--- config.mk ---
export PLATFORM = sky130hd
export DESIGN_NAME = brs_regs
export DESIGN_NICKNAME = d
export VERILOG_FILES = /design/src/rtl/brs_pkg.sv /design/src/rtl/brs_page_map.sv /design/src/rtl/brs_regs.sv
export SDC_FILE = /design/constraint.sdc
export NUM_CORES = 1
export LEC_CHECK = 0
export ABC_AREA = 1
export ABC_CLOCK_PERIOD_IN_PS = 9320
export BUFFER_PORTS_ARGS = -buffer_cell sky130_fd_sc_hd__buf_2
export CAP_MARGIN = 20
export CORE_UTILIZATION = 53
export CTS_BUF_LIST = sky130_fd_sc_hd__clkbuf_8 sky130_fd_sc_hd__clkbuf_16
export CTS_CLUSTER_SIZE = 20
export DETAILED_ROUTE_END_ITERATION = 10
export PLACE_DENSITY_LB_ADDON = 0.08
export SYNTH_ARGS = -nofsm -noshare
export SYNTH_HDL_FRONTEND = slang
export SYNTH_SLANG_ARGS = --single-unit
--- constraint.sdc ---
create_clock -name mclk -period 9.32 [get_ports mclk]
set_input_delay 1.864 -clock mclk [delete_from_list [all_inputs] [get_ports mclk]]
set_output_delay 1.864 -clock mclk [all_outputs]
set_load 0.03 [all_outputs]
--- src/rtl/brs_pkg.sv ---
// Constants for the converter settings register block
// Functional notes
// - With auto-return set, page select returns to 000 after each finished access.
// - Bit 6 of page control: 0 page write, 1 repeated write on two-wire.
// - Two-wire: page 00x reaches 0x00-0xFF, 01x reaches 0x100-0x17F.
// - SPI: pages 000/001/010 reach 0x00/0x80/0x100 blocks; higher codes are reserved.
// - Current limit codes: B bits 7:4, A bits 3:0; 4000 mA plus 200 mA steps.
// - A power-down ramp bits 7:5 select 1.25 to 40 mV/us; 111 means no ramp.
// - A start-up ramp bits 4:2 same rates; 111 applies target immediately.
// - Mode bits 1:0: 00 set by voltage registers, 01/11 automatic, 10 forced PWM.
// - Converter B configuration register has identical fields and encodings.
// - Bit 4 enables phase shedding for B, bit 3 for A.
// - B phase count bit 2: 0 one phase, 1 two phases.
// - A phase field 1:0 selects 1-4 phases; above two only on four-phase variant.
// - A voltage ceiling bits 6:0 read-only from one-time memory; 0.30 V plus 10 mV steps.
`default_nettype none
package brs_pkg;
  // Full register addresses
  localparam logic [8:0] OFS_PAGE_CONTROL = 9'h080;
  localparam logic [8:0] OFS_ILIM         = 9'h0d0;
  localparam logic [8:0] OFS_CONV_A       = 9'h0d1;
  localparam logic [8:0] OFS_CONV_B       = 9'h0d2;
  localparam logic [8:0] OFS_PHASE        = 9'h0d3;
  localparam logic [8:0] OFS_VCEIL_A      = 9'h0d5;
  // Upper region base and page codes
  localparam logic [8:0] OFS_UPPER_BASE   = 9'h100;
  localparam logic [2:0] PAGE_ZERO        = 3'h0;
  localparam logic [2:0] PAGE_SPI_MAX     = 3'h2;
  // Page control fields
  localparam int POS_AUTO_RETURN = 7;
  localparam int POS_WRITE_STYLE = 6;
  // Configuration fields
  localparam int POS_FALLOFF  = 5;
  localparam int POS_RISE     = 2;
  localparam int POS_MODE     = 0;
  localparam int POS_ILIM_B   = 4;
  localparam int POS_ILIM_A   = 0;
  localparam int POS_SHED_B   = 4;
  localparam int POS_SHED_A   = 3;
  localparam int POS_PHASE_B  = 2;
  localparam int POS_PHASE_A  = 0;
  // Encodings
  localparam logic [2:0] RAMP_NONE     = 3'h7;
  localparam logic [1:0] MODE_BY_VREG  = 2'h0;
  localparam logic [1:0] MODE_PWM      = 2'h2;
  localparam logic [1:0] PHASE_TWO     = 2'h1;
  // Scaled values
  localparam logic [12:0] ILIM_BASE_MA  = 13'h0fa0;
  localparam logic [12:0] ILIM_STEP_MA  = 13'h00c8;
  localparam logic [10:0] VCEIL_BASE_MV = 11'h12c;
  localparam logic [10:0] VCEIL_STEP_MV = 11'h00a;
  // Values after reset
  localparam logic [7:0] RST_PAGE_CONTROL = 8'h00;
  localparam logic [7:0] RST_ILIM         = 8'h00;
  localparam logic [7:0] RST_CONV         = 8'h00;
  localparam logic [7:0] RST_PHASE        = 8'h00;
endpackage
`default_nettype wire

--- src/rtl/brs_page_map.sv ---
// Link address to full register address translation per page
`default_nettype none
module brs_page_map (
  // Page and link mode
  input  wire logic [2:0] page,
  input  wire logic       spi_mode,
  // Address as seen on the link
  input  wire logic [7:0] link_addr,
  // Translated address
  output logic      [8:0] full_addr,
  output logic            mapped
);
  // Translation; reserved pages map nowhere so they cannot disturb settings
  always_comb begin
    full_addr = 9'h000;
    mapped    = 1'b0;
    if (spi_mode) begin
      if (page <= brs_pkg::PAGE_SPI_MAX) begin
        full_addr = {page[1:0], link_addr[6:0]};
        mapped    = 1'b1;
      end
    end else if (page[2] == 1'b0) begin
      if (page[1] == 1'b0) begin
        full_addr = {1'b0, link_addr};
        mapped    = 1'b1;
      end else if (link_addr[7] == 1'b0) begin
        full_addr = brs_pkg::OFS_UPPER_BASE | {2'h0, link_addr[6:0]};
        mapped    = 1'b1;
      end
    end
  end
endmodule
`default_nettype wire

--- src/rtl/brs_regs.sv ---
// Converter settings registers with page selection, top level
`default_nettype none
module brs_regs #(
  parameter int FOUR_PHASE = 0
) (
  // Clock and reset
  input  wire logic        mclk,
  input  wire logic        resetn,
  // Byte access from the link front end
  input  wire logic        acc_valid,
  input  wire logic        acc_write,
  input  wire logic        acc_seq,
  input  wire logic [7:0]  acc_addr,
  input  wire logic [7:0]  acc_wdata,
  input  wire logic        acc_spi,
  input  wire logic        acc_done,
  // One-time memory value
  input  wire logic [6:0]  otp_vceil_a,
  // Read answer
  output logic      [7:0]  rd_data,
  output logic             rd_valid,
  output logic             rd_hit,
  // Page state
  output logic      [2:0]  reg_page,
  output logic             repeated_write,
  // Converter A controls
  output logic      [3:0]  conv_a_current_cap,
  output logic      [12:0] conv_a_ilim_ma,
  output logic      [7:0]  conv_a_fall_qmv,
  output logic             conv_a_fall_off,
  output logic      [7:0]  conv_a_rise_qmv,
  output logic             conv_a_rise_instant,
  output logic             conv_a_force_pwm,
  output logic             conv_a_by_vreg,
  output logic             conv_a_shedding_on,
  output logic      [1:0]  conv_a_phases_eff,
  output logic      [10:0] conv_a_vceil_mv,
  // Converter B controls
  output logic      [3:0]  conv_b_current_cap,
  output logic      [12:0] conv_b_ilim_ma,
  output logic      [7:0]  conv_b_fall_qmv,
  output logic             conv_b_fall_off,
  output logic      [7:0]  conv_b_rise_qmv,
  output logic             conv_b_rise_instant,
  output logic             conv_b_force_pwm,
  output logic             conv_b_by_vreg,
  output logic             conv_b_shedding_on,
  output logic             conv_b_two_phase
);
  // Variant check, refused at elaboration
  if (FOUR_PHASE != 0 && FOUR_PHASE != 1) begin : g_bad_variant
    $error("FOUR_PHASE must be 0 or 1");
  end

  typedef struct packed {
    // Register contents
    logic [7:0]  page_ctl;
    logic [7:0]  ilim;
    logic [7:0]  conf_a;
    logic [7:0]  conf_b;
    logic [7:0]  phase;
    logic [6:0]  vceil;
    // Access tracking and read answer
    logic [8:0]  last_addr;
    logic        last_ok;
    logic [7:0]  rd_data;
    logic        rd_valid;
    logic        rd_hit;
    // Decoded controls, kept in flops
    logic [12:0] ilim_a_ma;
    logic [12:0] ilim_b_ma;
    logic [7:0]  fall_a;
    logic [7:0]  rise_a;
    logic [7:0]  fall_b;
    logic [7:0]  rise_b;
    logic [1:0]  phases_a;
    logic [10:0] vceil_mv;
    logic        fall_off_a;
    logic        rise_inst_a;
    logic        force_pwm_a;
    logic        by_vreg_a;
    logic        fall_off_b;
    logic        rise_inst_b;
    logic        force_pwm_b;
    logic        by_vreg_b;
  } brs_state_t;

  brs_state_t st_r;
  brs_state_t st_nxt;
  logic [8:0] map_addr;
  logic       map_ok;
  logic [8:0] eff_addr;
  logic       eff_ok;

  // Ramp rate in quarter mV/us; 111 gives zero
  function automatic logic [7:0] ramp_qmv(input logic [2:0] code);
    logic [7:0] r;
    r = 8'h00;
    case (code)
      3'h0:    r = 8'h05;
      3'h1:    r = 8'h0a;
      3'h2:    r = 8'h14;
      3'h3:    r = 8'h28;
      3'h4:    r = 8'h50;
      3'h5:    r = 8'h78;
      3'h6:    r = 8'ha0;
      default: r = 8'h00;
    endcase
    return r;
  endfunction

  // Code times step; the product never exceeds 13 bits for a 4-bit code
  function automatic logic [12:0] ilim_mul(input logic [3:0] code);
    logic [16:0] w;
    w = {13'h0000, code} * {4'h0, brs_pkg::ILIM_STEP_MA};
    return w[12:0];
  endfunction

  // Per-phase current limit in mA
  function automatic logic [12:0] ilim_ma(input logic [3:0] code);
    logic [12:0] p;
    p = ilim_mul(code);
    return brs_pkg::ILIM_BASE_MA + p;
  endfunction

  // Ramp code 111 stops the ramp: no ramped fall, or an instant rise
  function automatic logic ramp_stops(input logic [2:0] code);
    return code == brs_pkg::RAMP_NONE;
  endfunction

  // Mode decode as {force PWM, set by voltage registers}; 01 and 11 give automatic
  function automatic logic [1:0] mode_flags(input logic [1:0] mode);
    logic [1:0] f;
    f = {mode == brs_pkg::MODE_PWM, mode == brs_pkg::MODE_BY_VREG};
    return f;
  endfunction

  // Phase count limited by the variant
  function automatic logic [1:0] phase_limit(input logic [1:0] code);
    logic [1:0] p;
    p = code;
    if (FOUR_PHASE == 0 && code > brs_pkg::PHASE_TWO) begin
      p = brs_pkg::PHASE_TWO;
    end
    return p;
  endfunction

  // Address translation by page
  brs_page_map u_map (
    .page      (st_r.page_ctl[2:0]),
    .spi_mode  (acc_spi),
    .link_addr (acc_addr),
    .full_addr (map_addr),
    .mapped    (map_ok)
  );

  // Continuation bytes follow the previous address; repeated style refuses them on two-wire
  always_comb begin
    eff_addr = map_addr;
    eff_ok   = map_ok;
    if (acc_seq) begin
      eff_addr = st_r.last_addr + 9'h001;
      eff_ok   = st_r.last_ok && (acc_spi || !st_r.page_ctl[brs_pkg::POS_WRITE_STYLE]);
    end
  end

  // Next state: access, auto-return, then derived outputs
  always_comb begin
    st_nxt          = st_r;
    st_nxt.rd_valid = 1'b0;
    // Ceiling is not writable; follows the one-time memory value
    st_nxt.vceil    = otp_vceil_a;
    if (acc_valid) begin
      st_nxt.last_addr = eff_addr;
      st_nxt.last_ok   = eff_ok;
      // Writes land only on mapped addresses of this block
      if (acc_write && eff_ok) begin
        case (eff_addr)
          brs_pkg::OFS_PAGE_CONTROL: st_nxt.page_ctl = {acc_wdata[7:6], 3'h0, acc_wdata[2:0]};
          brs_pkg::OFS_ILIM:         st_nxt.ilim = acc_wdata;
          brs_pkg::OFS_CONV_A:       st_nxt.conf_a = acc_wdata;
          brs_pkg::OFS_CONV_B:       st_nxt.conf_b = acc_wdata;
          brs_pkg::OFS_PHASE:        st_nxt.phase = {3'h0, acc_wdata[4:0]};
          default:                   st_nxt.rd_hit = st_r.rd_hit;
        endcase
      end
      // Reads answer once; unmapped or foreign addresses give zero and no hit
      if (!acc_write) begin
        st_nxt.rd_valid = 1'b1;
        st_nxt.rd_hit   = eff_ok;
        st_nxt.rd_data  = 8'h00;
        if (eff_ok) begin
          case (eff_addr)
            brs_pkg::OFS_PAGE_CONTROL: st_nxt.rd_data = st_r.page_ctl;
            brs_pkg::OFS_ILIM:         st_nxt.rd_data = st_r.ilim;
            brs_pkg::OFS_CONV_A:       st_nxt.rd_data = st_r.conf_a;
            brs_pkg::OFS_CONV_B:       st_nxt.rd_data = st_r.conf_b;
            brs_pkg::OFS_PHASE:        st_nxt.rd_data = st_r.phase;
            brs_pkg::OFS_VCEIL_A:      st_nxt.rd_data = {1'b0, st_r.vceil};
            default: begin
              st_nxt.rd_data = 8'h00;
              st_nxt.rd_hit  = 1'b0;
            end
          endcase
        end
      end
    end

    // Access finished: page goes back to zero when asked
    if (acc_done && st_nxt.page_ctl[brs_pkg::POS_AUTO_RETURN]) begin
      st_nxt.page_ctl[2:0] = brs_pkg::PAGE_ZERO;
    end

    // Decoded values, registered so outputs come straight from flops
    st_nxt.ilim_a_ma = ilim_ma(st_nxt.ilim[brs_pkg::POS_ILIM_A +: 4]);
    st_nxt.ilim_b_ma = ilim_ma(st_nxt.ilim[brs_pkg::POS_ILIM_B +: 4]);
    st_nxt.fall_a    = ramp_qmv(st_nxt.conf_a[brs_pkg::POS_FALLOFF +: 3]);
    st_nxt.rise_a    = ramp_qmv(st_nxt.conf_a[brs_pkg::POS_RISE +: 3]);
    st_nxt.fall_b    = ramp_qmv(st_nxt.conf_b[brs_pkg::POS_FALLOFF +: 3]);
    st_nxt.rise_b    = ramp_qmv(st_nxt.conf_b[brs_pkg::POS_RISE +: 3]);
    st_nxt.phases_a  = phase_limit(st_nxt.phase[brs_pkg::POS_PHASE_A +: 2]);
    st_nxt.vceil_mv  = brs_pkg::VCEIL_BASE_MV
                     + 11'({4'h0, st_nxt.vceil} * brs_pkg::VCEIL_STEP_MV);

    // Ramp stop and mode flags, registered for the same reason
    st_nxt.fall_off_a  = ramp_stops(st_nxt.conf_a[brs_pkg::POS_FALLOFF +: 3]);
    st_nxt.rise_inst_a = ramp_stops(st_nxt.conf_a[brs_pkg::POS_RISE +: 3]);
    st_nxt.fall_off_b  = ramp_stops(st_nxt.conf_b[brs_pkg::POS_FALLOFF +: 3]);
    st_nxt.rise_inst_b = ramp_stops(st_nxt.conf_b[brs_pkg::POS_RISE +: 3]);
    {st_nxt.force_pwm_a, st_nxt.by_vreg_a} =
      mode_flags(st_nxt.conf_a[brs_pkg::POS_MODE +: 2]);
    {st_nxt.force_pwm_b, st_nxt.by_vreg_b} =
      mode_flags(st_nxt.conf_b[brs_pkg::POS_MODE +: 2]);
  end

  // State register; decoded resets match the all-zero settings
  always_ff @(posedge mclk or negedge resetn) begin
    if (!resetn) begin
      st_r.page_ctl    <= brs_pkg::RST_PAGE_CONTROL;
      st_r.ilim        <= brs_pkg::RST_ILIM;
      st_r.conf_a      <= brs_pkg::RST_CONV;
      st_r.conf_b      <= brs_pkg::RST_CONV;
      st_r.phase       <= brs_pkg::RST_PHASE;
      st_r.vceil       <= 7'h00;
      st_r.last_addr   <= 9'h000;
      st_r.last_ok     <= 1'b0;
      st_r.rd_data     <= 8'h00;
      st_r.rd_valid    <= 1'b0;
      st_r.rd_hit      <= 1'b0;
      st_r.ilim_a_ma   <= brs_pkg::ILIM_BASE_MA;
      st_r.ilim_b_ma   <= brs_pkg::ILIM_BASE_MA;
      st_r.fall_a      <= 8'h05;
      st_r.rise_a      <= 8'h05;
      st_r.fall_b      <= 8'h05;
      st_r.rise_b      <= 8'h05;
      st_r.phases_a    <= 2'h0;
      st_r.vceil_mv    <= brs_pkg::VCEIL_BASE_MV;
      st_r.fall_off_a  <= 1'b0;
      st_r.rise_inst_a <= 1'b0;
      st_r.fall_off_b  <= 1'b0;
      st_r.rise_inst_b <= 1'b0;
      st_r.force_pwm_a <= 1'b0;
      st_r.force_pwm_b <= 1'b0;
      st_r.by_vreg_a   <= 1'b1;
      st_r.by_vreg_b   <= 1'b1;
    end else begin
      st_r <= st_nxt;
    end
  end

  // Outputs are flop bits of the state
  assign rd_data             = st_r.rd_data;
  assign rd_valid            = st_r.rd_valid;
  assign rd_hit              = st_r.rd_hit;
  assign reg_page            = st_r.page_ctl[2:0];
  assign repeated_write      = st_r.page_ctl[brs_pkg::POS_WRITE_STYLE];
  // Current limits and ramp rates
  assign conv_a_current_cap  = st_r.ilim[brs_pkg::POS_ILIM_A +: 4];
  assign conv_b_current_cap  = st_r.ilim[brs_pkg::POS_ILIM_B +: 4];
  assign conv_a_ilim_ma      = st_r.ilim_a_ma;
  assign conv_b_ilim_ma      = st_r.ilim_b_ma;
  assign conv_a_fall_qmv     = st_r.fall_a;
  assign conv_a_rise_qmv     = st_r.rise_a;
  assign conv_b_fall_qmv     = st_r.fall_b;
  assign conv_b_rise_qmv     = st_r.rise_b;
  // A ramp stop stands only for code 111
  assign conv_a_fall_off     = st_r.fall_off_a;
  assign conv_a_rise_instant = st_r.rise_inst_a;
  assign conv_b_fall_off     = st_r.fall_off_b;
  assign conv_b_rise_instant = st_r.rise_inst_b;
  // Modes 01 and 11 both leave the converter automatic
  assign conv_a_force_pwm    = st_r.force_pwm_a;
  assign conv_a_by_vreg      = st_r.by_vreg_a;
  assign conv_b_force_pwm    = st_r.force_pwm_b;
  assign conv_b_by_vreg      = st_r.by_vreg_b;
  // Phase shedding, phase counts and voltage ceiling
  assign conv_a_shedding_on  = st_r.phase[brs_pkg::POS_SHED_A];
  assign conv_b_shedding_on  = st_r.phase[brs_pkg::POS_SHED_B];
  assign conv_b_two_phase    = st_r.phase[brs_pkg::POS_PHASE_B];
  assign conv_a_phases_eff   = st_r.phases_a;
  assign conv_a_vceil_mv     = st_r.vceil_mv;
endmodule
`default_nettype wire

==> reports/metrics.yaml <==
hold_viol_final: 0
drtIter0Drc: 302
r2r_end: "conv_b_ilim_ma[11]"
cts_buffers: 17
ctsHoldBuffers: 0
drive_gt1_share_pct: 28.5
syn-cell-area_sq_um: 7060
portBuffers: 126
setup_tns_ns: 0
post-route-min-period_ns: 4.98
antenna_left: 0
synth_seq_area_share_pct: 45.8
htreeDepth: 4
reg2reg_depth: 23
yosys.area.top_type: "dfrtp_1"
gr-usage-met3_pct: 6.25
cts_resized: 0
endpoint: "conv_b_ilim_ma[11]"
ys_warn_count: 0
hp-class: "reg -> reg"
gr-total-overflow: 0
path_clk_slew_ns: 0.05
initial_core_util_pct: 55.1
ctsLongestPathBuffers: 2
first_global_vias: 5189
chipWidth_um: 117
fill_cells: 1159
skew_ns: 0.0101
drc: 0
dpl.hpwl_um: 11600
fmax_mhz: 201
die_area_sq_um: 13800
synth_edf_count: 0
synth_top_area_share_pct: 36.1
ir_worst_vdd_v: 0.000124
pin_count: 134
wirelength_um: 15300
reg2reg_slack_ns: 5.25
slew_violations: 0
firstDrtPassIters: 5
powerDensity_nw_per_um2: 179
ys_ff_latch: 128
grt_usage_pct: 23.6
cts-root-buf: "clkbuf_16"
grt_pass1_wl_um: 25300
layout.nets: 928
critPathArrivalTime_ns: 5.33
relSlewSlack_pct: 43.3
grt_start_max_net_pins: 67
synth_area_leaders: "dfrtp_1 36%, nand2_1 9.8%, buf_4 9.7%"
post_drt_wl_per_cell_um: 14.6
multi_input_area_sq_um: 2720
cts_tree: "built"
met2_usage_pct: 38.1
cts_sinks: 128
timing_worst_setup_path_type: "in -> reg"
holdPathStages: 2
leakagePower_nw: 4.28
reg2reg_from: "st_r[90]"
synthCells: 810
ys_types: 49
clk_latency_ns: 0.43
crit_fanout: 10
gp_congestion: 0.890
use_met1_pct: 30.3
top_usage_layer: "met2"
seq_area_sq_um: 3240
cp-startpoint: "acc_spi"
placementRows: 41
tightest_slew_ns: 0.850
setup_violations: 0
areaGrowthSynthToFinish_pct: 10.8
worstPathRequired_ns: 9.67
async_flop_share_pct: 100
ys.flop_type: "dfrtp_1"
via_per_inst: 4.91
syn_avg_cell_area_sq_um: 8.72
die_h_um: 117
core_area_sq_um: 12800
antenna_found_initial: 0
start_kind: "input pin"
fin_crit_sh_pct: 53.4
grt_setup_unrepaired: "no"
via_count: 5173
antenna_cells: 0
outcome: "finished, final reports clean"
critPathCaptureType: "flip-flop"
drv_cap: 0
cts_post_setup_buffers_inserted: 0
final_core_util_pct: 61.0
## metrics by stage
stage               cells  hold WS (ns)  instance area (sq um)  worst slack (ns)  power (mW)
finish               1053         0.483                   7830              4.34        1.40
global route         1053         0.510                   7830              3.98        1.46
CTS                  1052         0.481                   7820              3.82        1.42
detailed placement   1020         0.466                   7220              3.44       0.750
global placement     1020         0.458                   7220              3.69       0.748
floorplan             817         0.449                   7090              4.51       0.720
## layout by cell type, fill, tap and decap left out, drive strengths merged, types with 3 or more instances in the layout
| master | instances |
|---|---|
| a31oi | 3 |
| clkbuf | 20 |
| a21oi | 14 |
| conb | 8 |
| dfstp | 26 |
| xor2 | 9 |
| clkinv | 4 |
| inv | 112 |
| nand4 | 10 |
| xnor2 | 13 |
| nand3 | 50 |
| nor2 | 63 |
| ha | 27 |
| o21ai | 51 |
| dfrtp | 102 |
| nand2 | 204 |
| o21a | 4 |
| nor3 | 9 |
| o22ai | 3 |
| clkinvlp | 3 |
| fa | 3 |
| buf | 128 |
## worst min-delay path by stage
stage                           from          to
after detailed placement  rd_data[3]  rd_data[3]
after floorplan             st_r[89]    st_r[89]
final                     rd_data[3]  rd_data[3]
after global routing      rd_data[1]  rd_data[1]
after global placement    rd_data[7]  rd_data[7]
after CTS                 rd_data[3]  rd_data[3]
## synth_stat cells, types with 3 or more instances
cell type and n:
nand2_4 4, a21oi_1 14, nor2_1 53, a31oi_1 3, o21ai_2 10, fa_1 3
xor2_1 9, dfrtp_1 102, xnor2_1 13, dfstp_2 26, nor2_2 3, inv_1 91
nand3_1 48, nand2_2 16, buf_4 91, ha_1 27, inv_2 15, nand2_1 184
o22ai_1 3, o21a_1 4, nor3_1 7, o21ai_0 37, nor2_4 5, nand4_1 10
## registers in the layout (all words and copies together) (netlist names), 2 cells and up
| signal | count |
|---|---|
| conv_b_ilim_ma | 8 |
| conv_a_ilim_ma | 8 |
| conv_a_phases_eff | 2 |
| conv_b_rise_qmv | 8 |
| reg_page | 3 |
| conv_a_vceil_mv | 9 |
| conv_a_current_cap | 4 |
| st_r | 36 |
| rd_data | 8 |
| conv_b_fall_qmv | 8 |
| conv_a_fall_qmv | 8 |
| conv_b_current_cap | 4 |
| conv_a_rise_qmv | 8 |
## layout make-up
cell class,count,share of cell area (%)
sequential,128,41.3
multi-input combinational,484,34.7
timing repair buffer,128,8.28
clock buffer,20,5.96
inverter,109,5.29
tap,172,2.75
clock inverter,12,1.68
## routing by layer
layer / share of wire, % / up-vias
met2: 49 / 125
met5: 0 / -
met1: 45 / 2447
met4: 1.8 / 0
li1: - / 2580
met3: 4.8 / 21
## power by group
group	switching [mW]	total [mW]	internal, mW
clock network	0.248	0.663	0.415
registers	0.00983	0.589	0.579
logic	0.108	0.151	0.0426
## cells by family after synthesis
logic type,Yosys count,synth area share (%)
AO/OA/AOI/OAI,82,7.19
AND/OR/NAND/NOR,341,22.3
adder cells (fa/ha/maj),30,5.63
XOR/XNOR,22,2.73
buffers and inverters,205,16.1
flip-flops,128,45.8
other,1,0.0531
multiplexers,1,0.159
## critical path, cell delays in order
cell	delay, ns
buf_2	0.12
nand3_1	0.13
nand2_2	0.12
nand3_1	0.09
o21ai_1	0.13
inv_1	0.16
nand2_1	0.14
nor2_4	0.25
nand3_4	0.15
inv_2	0.20
nand2_1	0.09
o21ai_2	0.11
inv_2	0.10
ha_1	0.36
ha_1	0.32
nand2_1	0.06
inv_1	0.03
o21ai_0	0.20
xor2_1	0.26
inv_1	0.09
nor3_1	0.20
xnor2_1	0.15
Power figures use the tool's default switching activity.
